[config.mk]
export PLATFORM = sky130hd
export DESIGN_NAME = keyboard_transceiver
export DESIGN_NICKNAME = d
export VERILOG_FILES = /design/src/shared/keyboard_serial_pkg.sv /design/src/logic/keyboard_transceiver.sv
export SDC_FILE = /design/constraint.sdc
export NUM_CORES = 1
export LEC_CHECK = 0
export BUFFER_PORTS_ARGS = -buffer_cell sky130_fd_sc_hd__buf_2
export CORE_MARGIN = 1.5
export CORE_UTILIZATION = 60
export DETAILED_ROUTE_END_ITERATION = 16
export PLACE_DENSITY = 0.85
export SLEW_MARGIN = 20
export SYNTH_ARGS = -nofsm -noshare
export SYNTH_HDL_FRONTEND = slang
export SYNTH_SLANG_ARGS = --single-unit
[constraint.sdc]
create_clock -name clk -period 3.6 [get_ports clk]
set_input_delay 0.18 -clock clk [delete_from_list [all_inputs] [get_ports clk]]
set_output_delay 0.18 -clock clk [all_outputs]
set_load 0.1 [all_outputs]
[src/shared/keyboard_serial_pkg.sv]
// Purpose: Shared constants for the keyboard serial link port.
// Assumes: 50 MHz system clock, AXI4-Lite register access.
// Notes: Line levels and register layout live here.

package keyboard_serial_pkg;

	// ==========================================================
	// Clock and bit timing
	// ==========================================================
	localparam int CLK_HZ = 50000000;
	localparam int BAUD_RATE = 31250;
	localparam int OVERSAMPLE = 16;
	localparam logic [15:0] BAUD_DIV_RESET =
		16'(CLK_HZ / (BAUD_RATE * OVERSAMPLE) - 1);
	localparam logic [3:0] HALF_BIT_TICK = 4'h7;
	localparam logic [3:0] FULL_BIT_TICK = 4'hF;

	// ==========================================================
	// Frame format
	// ==========================================================
	localparam int DATA_BITS = 8;
	localparam int STOP_BITS = 2;
	localparam int FRAME_BITS = 1 + DATA_BITS + STOP_BITS;
	localparam logic [3:0] LAST_FRAME_BIT = 4'(FRAME_BITS - 1);
	localparam logic [2:0] LAST_DATA_BIT = 3'(DATA_BITS - 1);
	// The line idles at the stop level; start is the opposite level.
	localparam logic LINE_STOP = 1'b1;
	localparam logic LINE_START = 1'b0;

	// ==========================================================
	// Register map
	// ==========================================================
	localparam logic [3:0] BAUD_DIV_OFFSET = 4'h0;
	localparam logic [3:0] SERIAL_DATA_OFFSET = 4'h4;
	localparam logic [3:0] LINK_STATUS_OFFSET = 4'h8;
	localparam int STAT_RX_AVAIL = 0;
	localparam int STAT_TX_DONE = 1;
	localparam int STAT_TX_BUSY = 2;
	localparam int STAT_RX_ARMED = 3;
	localparam int STAT_IS_RESTART = 4;
	localparam int STAT_IS_TYPE = 5;
	localparam int STAT_IS_ECHO = 6;
	localparam logic [1:0] RESP_OKAY = 2'h0;
	localparam logic [1:0] RESP_SLVERR = 2'h2;

	// ==========================================================
	// Link codes
	// ==========================================================
	localparam logic [7:0] hard_restart_code = 8'hFF;
	localparam logic [7:0] restart_reply_one = 8'hFE;
	localparam logic [7:0] restart_reply_two = 8'hFD;
	localparam logic [7:0] ack_first_byte = 8'h3F;
	localparam logic [7:0] ack_keys_off_mouse_off = 8'h30;
	localparam logic [7:0] ack_keys_on_mouse_off = 8'h31;
	localparam logic [7:0] ack_keys_off_mouse_on = 8'h32;
	localparam logic [7:0] ack_keys_on_mouse_on = 8'h33;
	localparam logic [7:0] type_code_request = 8'h20;
	localparam logic [7:0] reserved_noop_command = 8'h21;
	localparam logic [7:0] pointer_position_request = 8'h22;
	localparam logic [4:0] lamp_set_command = 5'h00;
	localparam int LAMP_CAPS = 0;
	localparam int LAMP_NUMBER = 1;
	localparam int LAMP_SCROLL = 2;
	localparam logic [3:0] echo_request = 4'h4;
	localparam logic [3:0] echo_reply = 4'hE;
	localparam logic [1:0] type_code_reply = 2'h2;

endpackage

[src/logic/keyboard_transceiver.sv]
// Purpose: Serial transceiver for the keyboard link, AXI4-Lite slave.
// Assumes: Inputs synchronous to clk; sys_rst synchronous, active high.
// Notes: One shared data word; reading it re-arms reception.
//
// How it works
// - Frames carry one start bit, eight data bits, two stop bits.
// - Least significant data bit goes first on the line, both ways.
// - Receiver samples the input on a tick sixteen times the bit rate.
// - A complete received byte raises the receive-available flag.
// - Start pulses shorter than half a bit are dropped.
// - Writing transmit data reloads, clears done, restarts, aborts any frame.
// - End of transmission raises the transmit-done flag.
// - Reading receive data returns last byte and clears receive flag.
// - One programmable divider sets the rate for both directions.
// - Receive flag rises at the middle of the last data bit.
// - Keyboard sends the next byte only after the host acknowledges.
// - Unexpected codes during restart handshake start it over.
// - Mouse data flows only after a mouse-enabling acknowledge.
// - Lamp and no-op act at once; reply commands wait their turn.
// - Repeated reply commands get a single reply.
// - Lamp field: bit 0 caps, bit 1 number, bit 2 scroll.
// - Type request 0x20 answered by 10 plus six-bit type code.
// - Echo request 0100xxxx answered by 1110xxxx.
// - Restart code 0xFF; handshake replies 0xFE then 0xFD.
// - Data bits travel inverted on the wire.
// - Acknowledge codes 0x3F and 0x30 to 0x33.
// - Pointer request 0x22 and no-op 0x21, single bytes.
// - Lamp command is 00000 over a three-bit lamp field.

`timescale 1ns/10ps

module keyboard_transceiver
	import keyboard_serial_pkg::*;
#(
	parameter int ADDR_W = 4
) (
	// Clock and reset
	input wire logic clk,
	input wire logic sys_rst,
	// AXI4-Lite write address channel
	input wire logic [ADDR_W-1:0] awaddr,
	input wire logic [2:0] awprot,
	input wire logic awvalid,
	output logic awready,
	// AXI4-Lite write data channel
	input wire logic [31:0] wdata,
	input wire logic [3:0] wstrb,
	input wire logic wvalid,
	output logic wready,
	// AXI4-Lite write response channel
	output logic [1:0] bresp,
	output logic bvalid,
	input wire logic bready,
	// AXI4-Lite read address channel
	input wire logic [ADDR_W-1:0] araddr,
	input wire logic [2:0] arprot,
	input wire logic arvalid,
	output logic arready,
	// AXI4-Lite read data channel
	output logic [31:0] rdata,
	output logic [1:0] rresp,
	output logic rvalid,
	input wire logic rready,
	// Serial link
	input wire logic serial_in_pin,
	output logic serial_out_pin
);

	initial begin
		if (ADDR_W < 4) begin
			$error("ADDR_W must be at least 4");
		end
	end

	// ==========================================================
	// State
	// ==========================================================
	typedef enum logic [1:0] {RX_IDLE, RX_START, RX_DATA} rx_state_type;
	typedef enum logic {TX_IDLE, TX_RUN} tx_state_type;

	typedef struct packed {
		logic [15:0] baud_div;
		logic [15:0] tick_cnt;
		rx_state_type rx_st;
		logic [3:0] rx_sub;
		logic [2:0] rx_bit;
		logic [7:0] rx_shift;
		logic [7:0] rx_data;
		logic rx_flag;
		logic rx_armed;
		tx_state_type tx_st;
		logic [3:0] tx_sub;
		logic [3:0] tx_bit;
		logic [FRAME_BITS-1:0] tx_shift;
		logic tx_done;
		logic aw_got;
		logic [3:0] aw_addr;
		logic w_got;
		logic [31:0] w_data;
		logic [3:0] w_strb;
		logic bvalid;
		logic [1:0] bresp;
		logic rvalid;
		logic [31:0] rdata;
		logic [1:0] rresp;
	} state_type;

	state_type st_r;
	state_type st_nxt;

	// Classifies the held receive byte for restart and reply handling.
	function automatic logic [2:0] classify(input logic [7:0] b);
		logic [2:0] c;
		c = 3'h0;
		c[0] = (b == hard_restart_code);
		c[1] = (b[7:6] == type_code_reply);
		c[2] = (b[7:4] == echo_reply);
		return c;
	endfunction

	// ==========================================================
	// Next state
	// ==========================================================
	logic tick;
	logic do_write;
	logic do_read;
	logic [3:0] rd_addr;
	logic [2:0] cls;

	always_comb begin
		st_nxt = st_r;
		rd_addr = araddr[3:0];
		cls = classify(st_r.rx_data);

		// Oversampling tick shared by both directions.
		tick = (st_r.tick_cnt == 16'h0000);
		if (tick) begin
			st_nxt.tick_cnt = st_r.baud_div;
		end else begin
			st_nxt.tick_cnt = st_r.tick_cnt - 16'h0001;
		end

		// Write channel: address and data are taken in either order.
		if (awvalid && awready) begin
			st_nxt.aw_got = 1'b1;
			st_nxt.aw_addr = awaddr[3:0];
		end
		if (wvalid && wready) begin
			st_nxt.w_got = 1'b1;
			st_nxt.w_data = wdata;
			st_nxt.w_strb = wstrb;
		end
		do_write = st_r.aw_got && st_r.w_got && !st_r.bvalid;
		if (st_r.bvalid && bready) begin
			st_nxt.bvalid = 1'b0;
		end

		// Read channel.
		do_read = arvalid && arready;
		if (st_r.rvalid && rready) begin
			st_nxt.rvalid = 1'b0;
		end

		// Receiver.
		if (tick) begin
			case (st_r.rx_st)
				RX_IDLE: begin
					if (st_r.rx_armed && serial_in_pin == LINE_START) begin
						st_nxt.rx_st = RX_START;
						st_nxt.rx_sub = 4'h0;
					end
				end
				RX_START: begin
					st_nxt.rx_sub = st_r.rx_sub + 4'h1;
					if (st_r.rx_sub == HALF_BIT_TICK) begin
						if (serial_in_pin == LINE_START) begin
							st_nxt.rx_st = RX_DATA;
							st_nxt.rx_sub = 4'h0;
							st_nxt.rx_bit = 3'h0;
						end else begin
							st_nxt.rx_st = RX_IDLE;
						end
					end
				end
				RX_DATA: begin
					st_nxt.rx_sub = st_r.rx_sub + 4'h1;
					if (st_r.rx_sub == FULL_BIT_TICK) begin
						// Inverted bits enter at the top, first bit lowest.
						st_nxt.rx_shift =
							{~serial_in_pin, st_r.rx_shift[7:1]};
						st_nxt.rx_bit = st_r.rx_bit + 3'h1;
						if (st_r.rx_bit == LAST_DATA_BIT) begin
							st_nxt.rx_data =
								{~serial_in_pin, st_r.rx_shift[7:1]};
							st_nxt.rx_st = RX_IDLE;
							st_nxt.rx_armed = 1'b0;
						end
					end
				end
				default: begin
					st_nxt.rx_st = RX_IDLE;
				end
			endcase
		end

		// Transmitter.
		if (st_r.tx_st == TX_RUN && tick) begin
			st_nxt.tx_sub = st_r.tx_sub + 4'h1;
			if (st_r.tx_sub == FULL_BIT_TICK) begin
				st_nxt.tx_shift = {LINE_STOP, st_r.tx_shift[FRAME_BITS-1:1]};
				st_nxt.tx_bit = st_r.tx_bit + 4'h1;
				if (st_r.tx_bit == LAST_FRAME_BIT) begin
					st_nxt.tx_st = TX_IDLE;
				end
			end
		end

		// Register write.
		if (do_write) begin
			st_nxt.aw_got = 1'b0;
			st_nxt.w_got = 1'b0;
			st_nxt.bvalid = 1'b1;
			st_nxt.bresp = RESP_OKAY;
			if (st_r.aw_addr == BAUD_DIV_OFFSET) begin
				if (st_r.w_strb[0]) begin
					st_nxt.baud_div[7:0] = st_r.w_data[7:0];
				end
				if (st_r.w_strb[1]) begin
					st_nxt.baud_div[15:8] = st_r.w_data[15:8];
				end
			end else if (st_r.aw_addr == SERIAL_DATA_OFFSET) begin
				// Codes go out as written.
				if (st_r.w_strb[0]) begin
					// Stop bits, inverted data, start bit; LSB leaves first.
					st_nxt.tx_shift = {{STOP_BITS{LINE_STOP}},
						~st_r.w_data[7:0], LINE_START};
					st_nxt.tx_st = TX_RUN;
					st_nxt.tx_sub = 4'h0;
					st_nxt.tx_bit = 4'h0;
					st_nxt.tx_done = 1'b0;
				end
			end else if (st_r.aw_addr == LINK_STATUS_OFFSET) begin
				st_nxt.bresp = RESP_OKAY;
			end else begin
				st_nxt.bresp = RESP_SLVERR;
			end
		end

		// Register read.
		if (do_read) begin
			st_nxt.rvalid = 1'b1;
			st_nxt.rresp = RESP_OKAY;
			st_nxt.rdata = 32'h0000_0000;
			if (rd_addr == BAUD_DIV_OFFSET) begin
				st_nxt.rdata[15:0] = st_r.baud_div;
			end else if (rd_addr == SERIAL_DATA_OFFSET) begin
				st_nxt.rdata[7:0] = st_r.rx_data;
				st_nxt.rx_flag = 1'b0;
				st_nxt.rx_armed = 1'b1;
			end else if (rd_addr == LINK_STATUS_OFFSET) begin
				st_nxt.rdata[STAT_RX_AVAIL] = st_r.rx_flag;
				st_nxt.rdata[STAT_TX_DONE] = st_r.tx_done;
				st_nxt.rdata[STAT_TX_BUSY] = (st_r.tx_st == TX_RUN);
				st_nxt.rdata[STAT_RX_ARMED] = st_r.rx_armed;
				st_nxt.rdata[STAT_IS_RESTART] = cls[0];
				st_nxt.rdata[STAT_IS_TYPE] = cls[1];
				st_nxt.rdata[STAT_IS_ECHO] = cls[2];
			end else begin
				st_nxt.rresp = RESP_SLVERR;
			end
		end

		// Flag setting comes last so an event beats a same-cycle clear.
		if (tick && st_r.rx_st == RX_DATA
			&& st_r.rx_sub == FULL_BIT_TICK
			&& st_r.rx_bit == LAST_DATA_BIT) begin
			st_nxt.rx_flag = 1'b1;
		end
		if (tick && st_r.tx_st == TX_RUN
			&& st_r.tx_sub == FULL_BIT_TICK
			&& st_r.tx_bit == LAST_FRAME_BIT) begin
			st_nxt.tx_done = 1'b1;
		end
	end

	// ==========================================================
	// Registers
	// ==========================================================
	always_ff @(posedge clk) begin
		if (sys_rst) begin
			st_r <= '0;
			st_r.baud_div <= BAUD_DIV_RESET;
			st_r.rx_st <= RX_IDLE;
			st_r.tx_st <= TX_IDLE;
			st_r.tx_shift <= {FRAME_BITS{LINE_STOP}};
		end else begin
			st_r <= st_nxt;
		end
	end

	// ==========================================================
	// Outputs
	// ==========================================================
	assign awready = !st_r.aw_got && !st_r.bvalid;
	assign wready = !st_r.w_got && !st_r.bvalid;
	assign bvalid = st_r.bvalid;
	assign bresp = st_r.bresp;
	assign arready = !st_r.rvalid;
	assign rvalid = st_r.rvalid;
	assign rdata = st_r.rdata;
	assign rresp = st_r.rresp;
	assign serial_out_pin = st_r.tx_shift[0];

endmodule

Word level (Yosys, flattened, before mapping)
Cells that the tools add are included.
{ "word_totals": {"ff_bits": 126, "in_bits": 58, "output_inout_bits": 42, "elab_cells": 141} }
{ "classes": {"add_sub_neg": 5, "n_eq_ne": 21, "mux": 45, "bitwise": 2, "n_reduce_logical": 43} }
{ "op_table": {"columns": ["op", "n"], "rows": [
  ["$mux 21", 3],
  ["$mux 35", 1],
  ["$eq 4x4->1 const B", 6],
  ["$mux 2", 12],
  ["$mux 8", 3],
  ["$mux 22", 1],
  ["$mux 7", 3],
  ["$mux 20", 1],
  ["$mux 19", 1],
  ["$logic_and 1x1->1", 16],
  ["$logic_not 16->1", 1],
  ["$mux 16", 1],
  ["$reduce_bool 2->1", 8],
  ["$sub 16x1->16 const B", 1],
  ["$mux 15", 1],
  ["$reduce_and 3->1", 5],
  ["$add 4x1->4 const B", 3],
  ["$eq 4x3->1 const B", 3],
  ["$pmux 4 s3", 1],
  ["$mux 1", 11],
  ["$ne 2x2->1 const B", 5],
  ["$reduce_and 5->1", 2],
  ["$mux 9", 1],
  ["$eq 8x8->1 const B", 1],
  ["18 further kinds", 25]
]} }

Depth between registers and ports, before layout
Gate-level depths: netlist of the first run.
{ "depth": {"word_depth": 9, "depth_mapped": 8, "ltp_nobuf": 6} }

Least setup slack after synthesis of the first run
No wires, ideal clock.
{ "synth_path": {"kind": "reg2reg", "startpoint": "reg st_r (netlist bit bvalid)", "endpoint": "reg st_r[39] (netlist name)", "setup_ns": 0.070, "t_arrival_ns": 3.117, "required_time_ns": 3.530, "setup_slack_ns": 0.412, "stages_incl_launch_ff": 7, "n_path_buf": 2, "synth_period_minus_slack_ns": 3.188, "cell_sequence": "dfxtp_1 -> nor2_1 -> and2_1 -> clkbuf_1 -> clkbuf_1 -> nand2_1 -> a21oi_1"} }
{ "synth_between": {"elab_chain_cells": 3} }
{ "synth_lines": {"columns": ["item", "line", "rtl"], "rows": [
  ["start, declared", "keyboard_transceiver.sv:108", "state_type st_r;"],
  ["start signal, assigned", "keyboard_transceiver.sv:297", "st_r <= st_nxt;"],
  ["$logic_not 1->1", "keyboard_transceiver.sv:305", "assign wready = !st_r.w_got && !st_r.bvalid;"],
  ["$logic_and 1x1->1", "keyboard_transceiver.sv:305", null],
  ["net wready", "keyboard_transceiver.sv:49", "output logic wready,"],
  ["$logic_and 1x1->1", "keyboard_transceiver.sv:148", "if (wvalid && wready) begin"]
]} }
The timed path passes the listed nets, and every way through them passes these cells.
A chain may end at the register's enable or synchronous reset.

Worst setup path in the final report of the first run
{ "layout_path": {"startpoint": "reg st_r[128] (netlist name)", "endpoint": "reg st_r[100] (netlist name)"} }
{ "layout_between": {"elab_chain_cells": 7} }
{ "layout_lines": {"columns": ["item", "line", "rtl"], "rows": [
  ["$logic_not 16->1 (*)", "keyboard_transceiver.sv:136", "tick = (st_r.tick_cnt == 16'h0000);"],
  ["$logic_and 1x1->1 (*)", "keyboard_transceiver.sv:207", "if (st_r.tx_st == TX_RUN && tick) begin"],
  ["$mux 20 (*)", "keyboard_transceiver.sv:207", null],
  ["$mux 21", "keyboard_transceiver.sv:233", "if (st_r.w_strb[0]) begin"],
  ["$mux 21", "keyboard_transceiver.sv:231", "end else if (st_r.aw_addr == SERIAL_DATA_OFFSET) begin"],
  ["$mux 21", "keyboard_transceiver.sv:224", "if (st_r.aw_addr == BAUD_DIV_OFFSET) begin"],
  ["$mux 22 (*)", "keyboard_transceiver.sv:219", "if (do_write) begin"]
]} }
Every way passes the cells marked *; elsewhere a longest branch is shown, timed or not. The select of a mux whose other input is x is not followed.

==> results of run 1 <==
[sequential cells by signal, summed over array words and instances, names as in the netlist]
signal / cells
bresp: 1
bvalid: 1
rdata: 16
rresp: 1
rvalid: 1
serial_out_pin: 1
st_r: 102
[stage by stage]
step                      hold WS, ns  utilization (%)
after floorplan                 0.316                -
after global placement          0.419             62.9
after detailed placement        0.425             62.9
after CTS                      0.0543             71.7
after global routing           0.0791             71.7
final                          0.0762             71.7
[cells in the mapped netlist, types with 2 or more instances]
cell      count  share of area [%]
nand2_1      80                5.3
a31o_1        2               0.31
inv_1        15                1.0
ha_1         12                2.7
o21ai_1       9               0.80
and3_1        3               0.33
and4_1        2               0.31
mux2i_1      29                5.1
o211ai_1      4               0.53
nand4_1      10                1.1
buf_2         5               0.44
a31oi_1       4               0.44
nand4b_1      3               0.46
or3_1        11                1.2
and2_1        4               0.44
nor4_1        5               0.55
a311oi_1      4               0.62
xor2_1        3               0.46
a32oi_1       6               0.93
buf_1         4               0.27
clkbuf_1     31                2.1
buf_4        36                4.8
o221ai_1      2               0.31
a221oi_1      3               0.46
dfxtp_1     123                 44
xnor2_1       5               0.77
nor2b_1       2               0.22
a211oi_1     10                1.3
o21ai_0      26                2.3
o31ai_1       7               0.93
a21oi_1      65                5.8
or2_2         4               0.44
nor3_1       11               0.97
or3b_1        2               0.31
nand3_1      34                3.0
nand2b_1      9                1.0
or4_1        10                1.3
a22o_1        3               0.46
nor2_1       39                2.6
[kinds of logic (layout without fill, tap and decap cells)]
family | count (synthesis) | after routing | share of synthesized area, %
AOI/OAI and AO/OA | 155 | 155 | 16.8
xor gates and xnor gates | 8 | 8 | 1.24
adders and majority gates | 12 | 12 | 2.65
buffers and inverters | 92 | 139 | 8.74
DFF | 123 | 123 | 43.5
muxes | 30 | 30 | 5.33
other | 1 | 18 | 0.0663
and+or+nand+nor | 239 | 239 | 21.7
[area by class of cell]
class / instances / area, µm²
fillers: 658 / 2600
repair buffers: 92 / 611
clock buffers: 17 / 414
well taps: 111 / 139
clock inverters: 15 / 151
multi-input cells: 462 / 2760
inverters: 15 / 56.3
flip-flops and latches: 123 / 2460
[timing repair]
item / in CTS / in global routing
buffers inserted: 0 / 0
endpoints found under the setup margin: 0 / 0
hold buffers: 25 / 0
endpoints found under the hold margin: 26 / 0
[worst register-to-register path: stages (launching register included)]
cell     delay [ns]
dfxtp_1        0.36
inv_1          0.11
ha_1           0.15
nor4b_1        0.41
nand4_2        0.47
buf_4          0.35
or4_1          0.54
a31o_1         0.23
[power breakdown]
group          internal, mW  switching [mW]
Combinational         0.314           0.639
Clock                 0.940           0.681
Sequential             1.47           0.117
[worst max path at each step]
stage / cells after the start / slack (ns) / from / to
2_1_floorplan: 6 / 0.41 / bvalid / st_r[39]
5_1_grt: 7 / 0.78 / st_r[128] / st_r[100]
3_3_place_gp: 7 / 1.06 / st_r[128] / st_r[100]
3_5_place_dp: 7 / 0.94 / st_r[128] / st_r[100]
6_report: 7 / 0.88 / st_r[128] / st_r[100]
4_1_cts: 7 / 0.92 / st_r[128] / st_r[100]
[cells in the final DEF (no fill, tap or decap), types with 5 or more instances in the layout]
cell type      synthesis  layout
buf_2                  5      57
buf_4                 36      10
a21oi_1               65      65
nand2b_1               9       9
a32oi_1                6       6
clkbuf_16              0      16
or3_1                 11      11
o31ai_1                7       7
conb_1                 1      18
dfxtp_1              123     123
nand2_1               80      80
nand4_1               10      10
o21ai_0               26      26
ha_1                  12      12
or4_1                 10      10
nand3_1               34      34
inv_1                 15      15
inv_6                  0       8
nor2_1                39      39
dlygate4sd3_1          0      25
a211oi_1              10      10
mux2i_1               29      29
nor4_1                 5       5
nor3_1                11      11
xnor2_1                5       5
o21ai_1                9       9
[per-layer routing]
| layer | up-vias | track usage, % |
|---|---|---|
| met2 | 219 | 49.5 |
| met3 | 24 | 6.55 |
| met4 | 0 | 12.4 |
| li1 | 2422 | - |
| met5 | - | 0 |
| met1 | 2342 | 33.0 |
==> impl_metrics.json, run 1 <==
{
  "outcome": "finished, final reports clean",
  "drt_pass1_iterations": 7,
  "clk_pin_slew_ns": 0.06,
  "synthArstFlopShare_pct": 0,
  "dr_wl_met2_mm": 6.74,
  "ys_ff_latch": 123,
  "yosysWarningCount": 0,
  "fin_crit_sh_pct": 75.6,
  "routed.top_layer": "met4",
  "dieArea_mm2": 0.0100,
  "worstPathArrival_ns": 3.14,
  "synth_edf_count": 0,
  "fp.dieW_um": 100,
  "end_kind": "register",
  "slew_violations": 0,
  "p_leak_nw": 2.65,
  "max_slew_margin_pct": 42.2,
  "cts_buffer_depth": 2,
  "grt_pass1_wl_mm": 22.3,
  "slowest_delay_ns": 0.54,
  "syn2layout_area_growth_pct": 16.6,
  "setup_ws_ns": 0.879,
  "synth_cell_types": 62,
  "path_buf_inv": 2,
  "r2r_end": "st_r[100]",
  "path_cells": "inv_1 > ha_1 > nor4b_1 > nand4_2 > buf_4 > or4_1 > a31o_1",
  "coreArea_mm2": 0.00920,
  "min_to": "st_r[159]",
  "hp-class": "input port to register",
  "cts_resized": 0,
  "cts_root_buf": "clkbuf_8",
  "hold-path-cell-count": 2,
  "h-tree-depth": 4,
  "tightest_slew_ns": 0.864,
  "seq_area_frac_synth_pct": 43.5,
  "vias": 5007,
  "critical_path_class": "register to register",
  "die_height_um": 100,
  "crit_required_ns": 4.02,
  "slowest_stage": "or4_1",
  "drive_above_1_share_pct": 15.3,
  "drc": 0,
  "finalSetupTns_ns": 0,
  "routed_wl_mm": 13.5,
  "dp_slack_ns": 0.939,
  "hold_viol": 0,
  "numCtsBuffers": 17,
  "num_antenna_cells": 0,
  "setup_viol": 0,
  "grt_start_max_net_pins": 39,
  "r2r-start": "st_r[128]",
  "syn_area_mm2": 0.00566,
  "grtUsageTotal_pct": 28.2,
  "power_density_mw_per_mm2": 631,
  "finalClockSkew_ns": 0.00942,
  "initial_core_util_pct": 61.5,
  "finalPower_mw": 4.16,
  "worst_setup_path_start_kind": "register",
  "reg2reg_slack_ns": 0.88,
  "synth_ff_type": "dfxtp_1",
  "clock-sinks": 123,
  "min_from": "sys_rst",
  "nets": 781,
  "dpl_cell_area_mm2": 0.00578,
  "antenna_found_initial": 0,
  "final_cells": 835,
  "synth.avg_cell_area_um2": 8.57,
  "place_congestion": 0.903,
  "dr_wl_met3_um": 906,
  "reg2reg_depth": 7,
  "maxCapViolCount": 0,
  "routed_via_density": 6.00,
  "numPortBuffers": 57,
  "insertion_delay_ns": 0.53,
  "ant_nets": 0,
  "crit_family": "simple AND/OR/NAND/NOR gates",
  "syn_inst": 660,
  "fin_crit_ns": 2.72,
  "hpwl_mm": 8.62,
  "rsz0062_at_grt": "false",
  "cp_max_fo": 17,
  "fmax_ghz": 0.367,
  "fin_area_mm2": 0.00660,
  "ios": 100,
  "cts_tree": "yes",
  "drt_iter0_drc": 332,
  "grt_pass1_vias": 4808,
  "place_inst": 778,
  "ir_worst_vdd_uv": 382,
  "row_count": 35,
  "wl_met1_mm": 5.56,
  "wl_per_cell_um": 16.1,
  "overflow": 0
}
Power figures use the tool's default switching activity.
==> inputs of run 2 (changes only) <==
--- a/config.mk
+++ b/config.mk
@@ -7,9 +7,9 @@
 export LEC_CHECK = 0
 export BUFFER_PORTS_ARGS = -buffer_cell sky130_fd_sc_hd__buf_2
 export CORE_MARGIN = 1.5
-export CORE_UTILIZATION = 60
+export CORE_UTILIZATION = 50
 export DETAILED_ROUTE_END_ITERATION = 16
-export PLACE_DENSITY = 0.85
+export PLACE_DENSITY = 0.75
 export SLEW_MARGIN = 20
 export SYNTH_ARGS = -nofsm -noshare
 export SYNTH_HDL_FRONTEND = slang
==> constraint.sdc (replaced) <==
create_clock -name clk -period 2.2 [get_ports clk]
set_input_delay 0.11 -clock clk [delete_from_list [all_inputs] [get_ports clk]]
set_output_delay 0.11 -clock clk [all_outputs]
set_load 0.1 [all_outputs]
==> run 2 against run 1 <==
Net effect:
- fmax increased by 33%
- combinational power up 73%
- clock skew down 0.0033 ns
- sequential share of layout area decreased by 1.4 points
- worst hold slack hardly changed
- register-to-register slack got worse by 0.73 ns
- non-clock buffer count is 14 higher
- sequential cell count is the same
- via count decreased by 0.62%
- first-iteration DRC count rose by 20%
- die area is 19% higher
- critical endpoint is now st_r[120]
- largest power group unchanged
==> impl_metrics.json, run 2 (synthesis results as in run 1) <==
{
  "end_kind": "register",
  "crit_required_ns": 2.53,
  "maxCapViolCount": 0,
  "final_cells": 878,
  "dpl_cell_area_mm2": 0.00596,
  "regMostFlops": "st_r",
  "worstPathArrival_ns": 2.38,
  "grt_pass1_vias": 4754,
  "fin_crit_sh_pct": 93.2,
  "wl_per_cell_um": 15.4,
  "fin_area_mm2": 0.00685,
  "fmax_ghz": 0.488,
  "numCtsBuffers": 17,
  "grt_pass1_wl_mm": 22.4,
  "clk_pin_slew_ns": 0.05,
  "insertion_delay_ns": 0.41,
  "hpwl_mm": 8.86,
  "num_antenna_cells": 0,
  "dieArea_mm2": 0.0120,
  "cts_buffer_depth": 2,
  "path_cells": "inv_1 > ha_1 > nor4b_4 > nand4_2 > buf_4 > or4_1 > a21oi_1",
  "cp_max_fo": 9,
  "cts_tree": "yes",
  "dp_slack_ns": -0.0124,
  "coreArea_mm2": 0.0109,
  "grtUsageTotal_pct": 24.0,
  "setup_viol": 0,
  "ios": 100,
  "grt_start_max_net_pins": 71,
  "overflow": 0,
  "reg2reg_slack_ns": 0.15,
  "final_cell_mix": "dfxtp_1 (122), nand2_1 (80), a21oi_1 (65), buf_2 (57), nor2_1 (37)",
  "finalPower_mw": 7.19,
  "power_density_mw_per_mm2": 1050,
  "path_buf_inv": 2,
  "min_from": "serial_in_pin",
  "ant_nets": 0,
  "routed_wl_mm": 13.5,
  "p_leak_nw": 2.75,
  "cts_root_buf": "clkbuf_16",
  "min_to": "st_r[118]",
  "r2r-start": "st_r[129]",
  "reg2reg_depth": 7,
  "drt_pass1_iterations": 5,
  "critical_path_class": "register to register",
  "slowest_delay_ns": 0.53,
  "r2r_end": "st_r[120]",
  "initial_core_util_pct": 51.7,
  "numPortBuffers": 57,
  "row_count": 38,
  "syn2layout_area_growth_pct": 21.1,
  "hold-path-cell-count": 3,
  "fin_crit_ns": 2.05,
  "antenna_found_initial": 0,
  "place_congestion": 0.847,
  "ir_worst_vdd_uv": 797,
  "place_inst": 822,
  "h-tree-depth": 4,
  "drt_iter0_drc": 400,
  "hold_viol": 0,
  "routed_via_density": 5.67,
  "drive_above_1_share_pct": 17.5,
  "rsz0062_at_grt": "false",
  "hp-class": "input port to register",
  "tightest_slew_ns": 0.745,
  "largest_reg_flops": 102,
  "finalClockSkew_ns": 0.00607,
  "nets": 795,
  "layout_commonest_cell": "dfxtp_1",
  "fill_cells": 865,
  "outcome": "finished, final reports clean",
  "worst_setup_path_start_kind": "register",
  "die_height_um": 109,
  "slew_violations": 0,
  "crit_family": "simple AND/OR/NAND/NOR gates",
  "drc": 0,
  "vias": 4976,
  "slowest_stage": "or4_1",
  "setup_ws_ns": 0.149,
  "max_slew_margin_pct": 50.3,
  "fp.dieW_um": 109,
  "clock-sinks": 123
}
==> run 2: worst max-delay path by stage <==
stage	start	endpoint	slack [ns]	cells after the start
after floorplan	bvalid	st_r[39]	0.13	6
after global placement	st_r[129]	st_r[95]	0.14	7
after detailed placement	st_r[129]	st_r[120]	-0.01	7
after CTS	st_r[129]	st_r[120]	0.12	7
after global routing	st_r[129]	st_r[120]	0.04	7
final	st_r[129]	st_r[120]	0.15	7
==> run 2: through the flow <==
| step | setup TNS (ns) | hold WS, ns | util, % |
|---|---|---|---|
| global route | 0 | 0.0709 | 62.6 |
| CTS | 0 | 0.0700 | 62.5 |
| detailed placement | -0.0124 | 0.357 | 54.5 |
| finish | 0 | 0.0764 | 62.6 |
| global placement | 0 | 0.349 | 54.5 |
| floorplan | 0 | 0.246 | - |
==> run 2: where the power goes <==
part	internal, mW	switching [mW]
registers	2.40	0.198
logic	0.626	1.02
clock network	1.95	0.986
total	4.98	2.21
==> run 2: what timing repair did <==
action                                  in CTS  in global routing
endpoints found under the hold margin       24                  0
endpoints found under the setup margin       1                  1
gates resized for setup                      1                  1
hold buffers                                24                  0
gates cloned                                 0                  0
pin swaps                                    0                  1
setup buffers                                0                  0
==> run 2: tightest hold or removal path, delay by kind of cell <==
kind / cells / cell delay, ns
buf+inv: 1 / 0.15
simple gates: 1 / 0.12
mux: 1 / 0.05
==> run 2: cell type report <==
class                      instances  area, µm²  area share, %
clock buffer                      21        460           6.72
clock inverter                    11        168           2.45
inverter                          15       56.3          0.822
multi-input combinational        462       2800           40.9
sequential                       123       2460           36.0
tap                              140        175           2.56
timing repair buffer             106        726           10.6
==> run 2: layer usage <==
metal | track usage [%] | vias to the layer above | part of all wire, %
li1 | - | 2441 | -
met1 | 29.9 | 2333 | 44
met2 | 39.9 | 179 | 48
met3 | 6.52 | 23 | 6.6
met4 | 8.16 | 0 | 1.9
met5 | 0 | - | 0
==> inputs of run 3 (changes only) <==
--- a/config.mk
+++ b/config.mk
@@ -7,9 +7,9 @@
 export LEC_CHECK = 0
 export BUFFER_PORTS_ARGS = -buffer_cell sky130_fd_sc_hd__buf_2
 export CORE_MARGIN = 1.5
-export CORE_UTILIZATION = 50
+export CORE_UTILIZATION = 56
 export DETAILED_ROUTE_END_ITERATION = 16
-export PLACE_DENSITY = 0.75
+export PLACE_DENSITY = 0.8
 export SLEW_MARGIN = 20
 export SYNTH_ARGS = -nofsm -noshare
 export SYNTH_HDL_FRONTEND = slang
==> constraint.sdc (replaced) <==
create_clock -name clk -period 2.1 [get_ports clk]
set_input_delay 0.105 -clock clk [delete_from_list [all_inputs] [get_ports clk]]
set_output_delay 0.105 -clock clk [all_outputs]
set_load 0.1 [all_outputs]
==> run 3 against run 2 <==
Net effect:
- clock skew rose by 0.0024 ns
- critical path type unchanged
- clock-buffer cell count fell by 4
- worst setup slack got worse by 0.088 ns
- die area fell by 10%
==> impl_metrics.json, run 3 (synthesis results as in run 1) <==
{
  "antenna_found_initial": 0,
  "hold_ws_ns": 0.0993,
  "largest_reg_flops": 102,
  "ant_nets": 0,
  "finish.utilization_pct": 71.4,
  "place_inst": 822,
  "cts_buffer_depth": 2,
  "worst_setup_path_start_kind": "register",
  "routed.top_layer": "met4",
  "regMostFlops": "st_r",
  "hp-class": "input port to register",
  "drt_iter0_drc": 376,
  "h-tree-depth": 4,
  "die_height_um": 103,
  "drt_pass1_iterations": 5,
  "clk_pin_slew_ns": 0.06,
  "tightest_slew_ns": 0.678,
  "p_leak_nw": 2.84,
  "pwr-share-clk_pct": 37.6,
  "r2r-start": "st_r[133]",
  "setup_viol": 0,
  "outcome": "finished, final reports clean",
  "slew_violations": 0,
  "vias": 5159,
  "place_congestion": 0.842,
  "dieArea_mm2": 0.0107,
  "hpwl_mm": 8.91,
  "setup_ws_ns": 0.0616,
  "num_antenna_cells": 0,
  "min_from": "awvalid",
  "routed_wl_mm": 14.1,
  "coreArea_mm2": 0.00977,
  "maxCapViolCount": 0,
  "fin_crit_sh_pct": 97.1,
  "cts_root_buf": "clkbuf_8",
  "numPortBuffers": 57,
  "dp_slack_ns": 0.00328,
  "fmax_ghz": 0.491,
  "max_slew_margin_pct": 54.8,
  "syn2layout_area_growth_pct": 23.3,
  "fin_crit_ns": 2.04,
  "pwr-share-seq_pct": 35.8,
  "reg2reg_depth": 5,
  "switching_power_mw": 2.51,
  "wl_per_cell_um": 15.9,
  "worstPathArrival_ns": 2.49,
  "fp.dieW_um": 103,
  "insertion_delay_ns": 0.52,
  "dr_wl_met2_mm": 7.08,
  "grtUsageTotal_pct": 27.3,
  "initial_core_util_pct": 57.9,
  "drive_above_1_share_pct": 18.9,
  "end_kind": "register",
  "layout_commonest_cell": "dfxtp_1",
  "swShare_pct": 33.2,
  "power_density_mw_per_mm2": 1090,
  "row_count": 36,
  "grt_pass1_vias": 4822,
  "crit_required_ns": 2.55,
  "finalClockSkew_ns": 0.00845,
  "clock-sinks": 123,
  "drc": 0,
  "grt_start_max_net_pins": 33,
  "hold-path-cell-count": 4,
  "hold_viol": 0,
  "ir_worst_vdd_uv": 713,
  "dr_wl_met3_um": 915,
  "final_cell_mix": "dfxtp_1 (122), nand2_1 (80), a21oi_1 (65), buf_2 (57), nor2_1 (37)",
  "ios": 100,
  "finalSetupTns_ns": 0,
  "reg2reg_slack_ns": 0.06,
  "critical_path_class": "register to register",
  "min_to": "st_r[79]",
  "wl_met1_mm": 5.94,
  "p_comb_share_pct": 26.6,
  "r2r_end": "st_r[95]",
  "grt_pass1_wl_mm": 22.5,
  "nets": 813,
  "routed_via_density": 5.80,
  "numCtsBuffers": 17,
  "p_int_mw": 5.06,
  "final_cells": 889,
  "cts_tree": "yes",
  "cp_max_fo": 7,
  "overflow": 0
}
run 3: cell types whose count changed in the layout (fill, tap and decap cells not counted), sizes merged:
cell and change:
bufbuf +1, dlygate4sd3 +6, inv +6, clkbuf -4, buf +11, bufinv -2
run 3: stage by stage:
| stage | area (µm²) | total power, mW |
|---|---|---|
| global placement | 5990 | 4.38 |
| floorplan | 5740 | 4.02 |
| CTS | 6940 | 7.49 |
| global route | 6970 | 7.89 |
| finish | 6970 | 7.58 |
| detailed placement | 5990 | 4.45 |
run 3: worst max-delay path by stage:
stage	start	to	slack, ns	cells after the start
after floorplan	bvalid	st_r[39]	0.03	6
final	st_r[133]	st_r[95]	0.06	5
after global placement	st_r[128]	st_r[95]	0.07	8
after global routing	st_r[129]	st_r[100]	-0.02	7
after CTS	st_r[139]	st_r[95]	0.04	5
after detailed placement	st_r[129]	st_r[95]	0.003	8
run 3: routing by layer:
layer / vias up / global-route usage [%]
li1: 2479 / -
met1: 2465 / 33.1
met2: 198 / 47.1
met3: 17 / 7.26
met4: 0 / 8.94
met5: - / 0
run 3: power groups by stage:
stage                     registers [mW]  logic, mW  clock network, mW
after detailed placement            2.74       1.71                  0
after CTS                           2.69       1.93               2.87
after floorplan                     2.73       1.30                  0
after global placement              2.72       1.66                  0
final                               2.71       2.01               2.85
after global routing                2.73       2.17               2.99
run 3: layout make-up:
type / count / area [µm²]
Inverter: 15 / 56.3
Timing Repair Buffer: 124 / 903
Sequential cell: 123 / 2460
Clock buffer: 17 / 414
Fill cell: 703 / 2800
Multi-Input combinational cell: 462 / 2810
Tap cell: 133 / 166
Clock inverter: 15 / 164
run 3: what timing repair did:
action / 4_1_cts / 5_1_grt
cloned: 1 / 0
endpoints found under the setup margin: 2 / 12
buffers inserted: 2 / 2
hold endpoints to repair: 27 / 0
hold buffers: 30 / 0
gates resized for setup: 4 / 5
run 3: worst max-delay path: stages (launching register included):
cell and delay [ns]:
dfxtp_1 0.35, nor3_1 0.49, nand4_4 0.25, buf_8 0.20, or4_1 0.51, a21oi_1 0.17
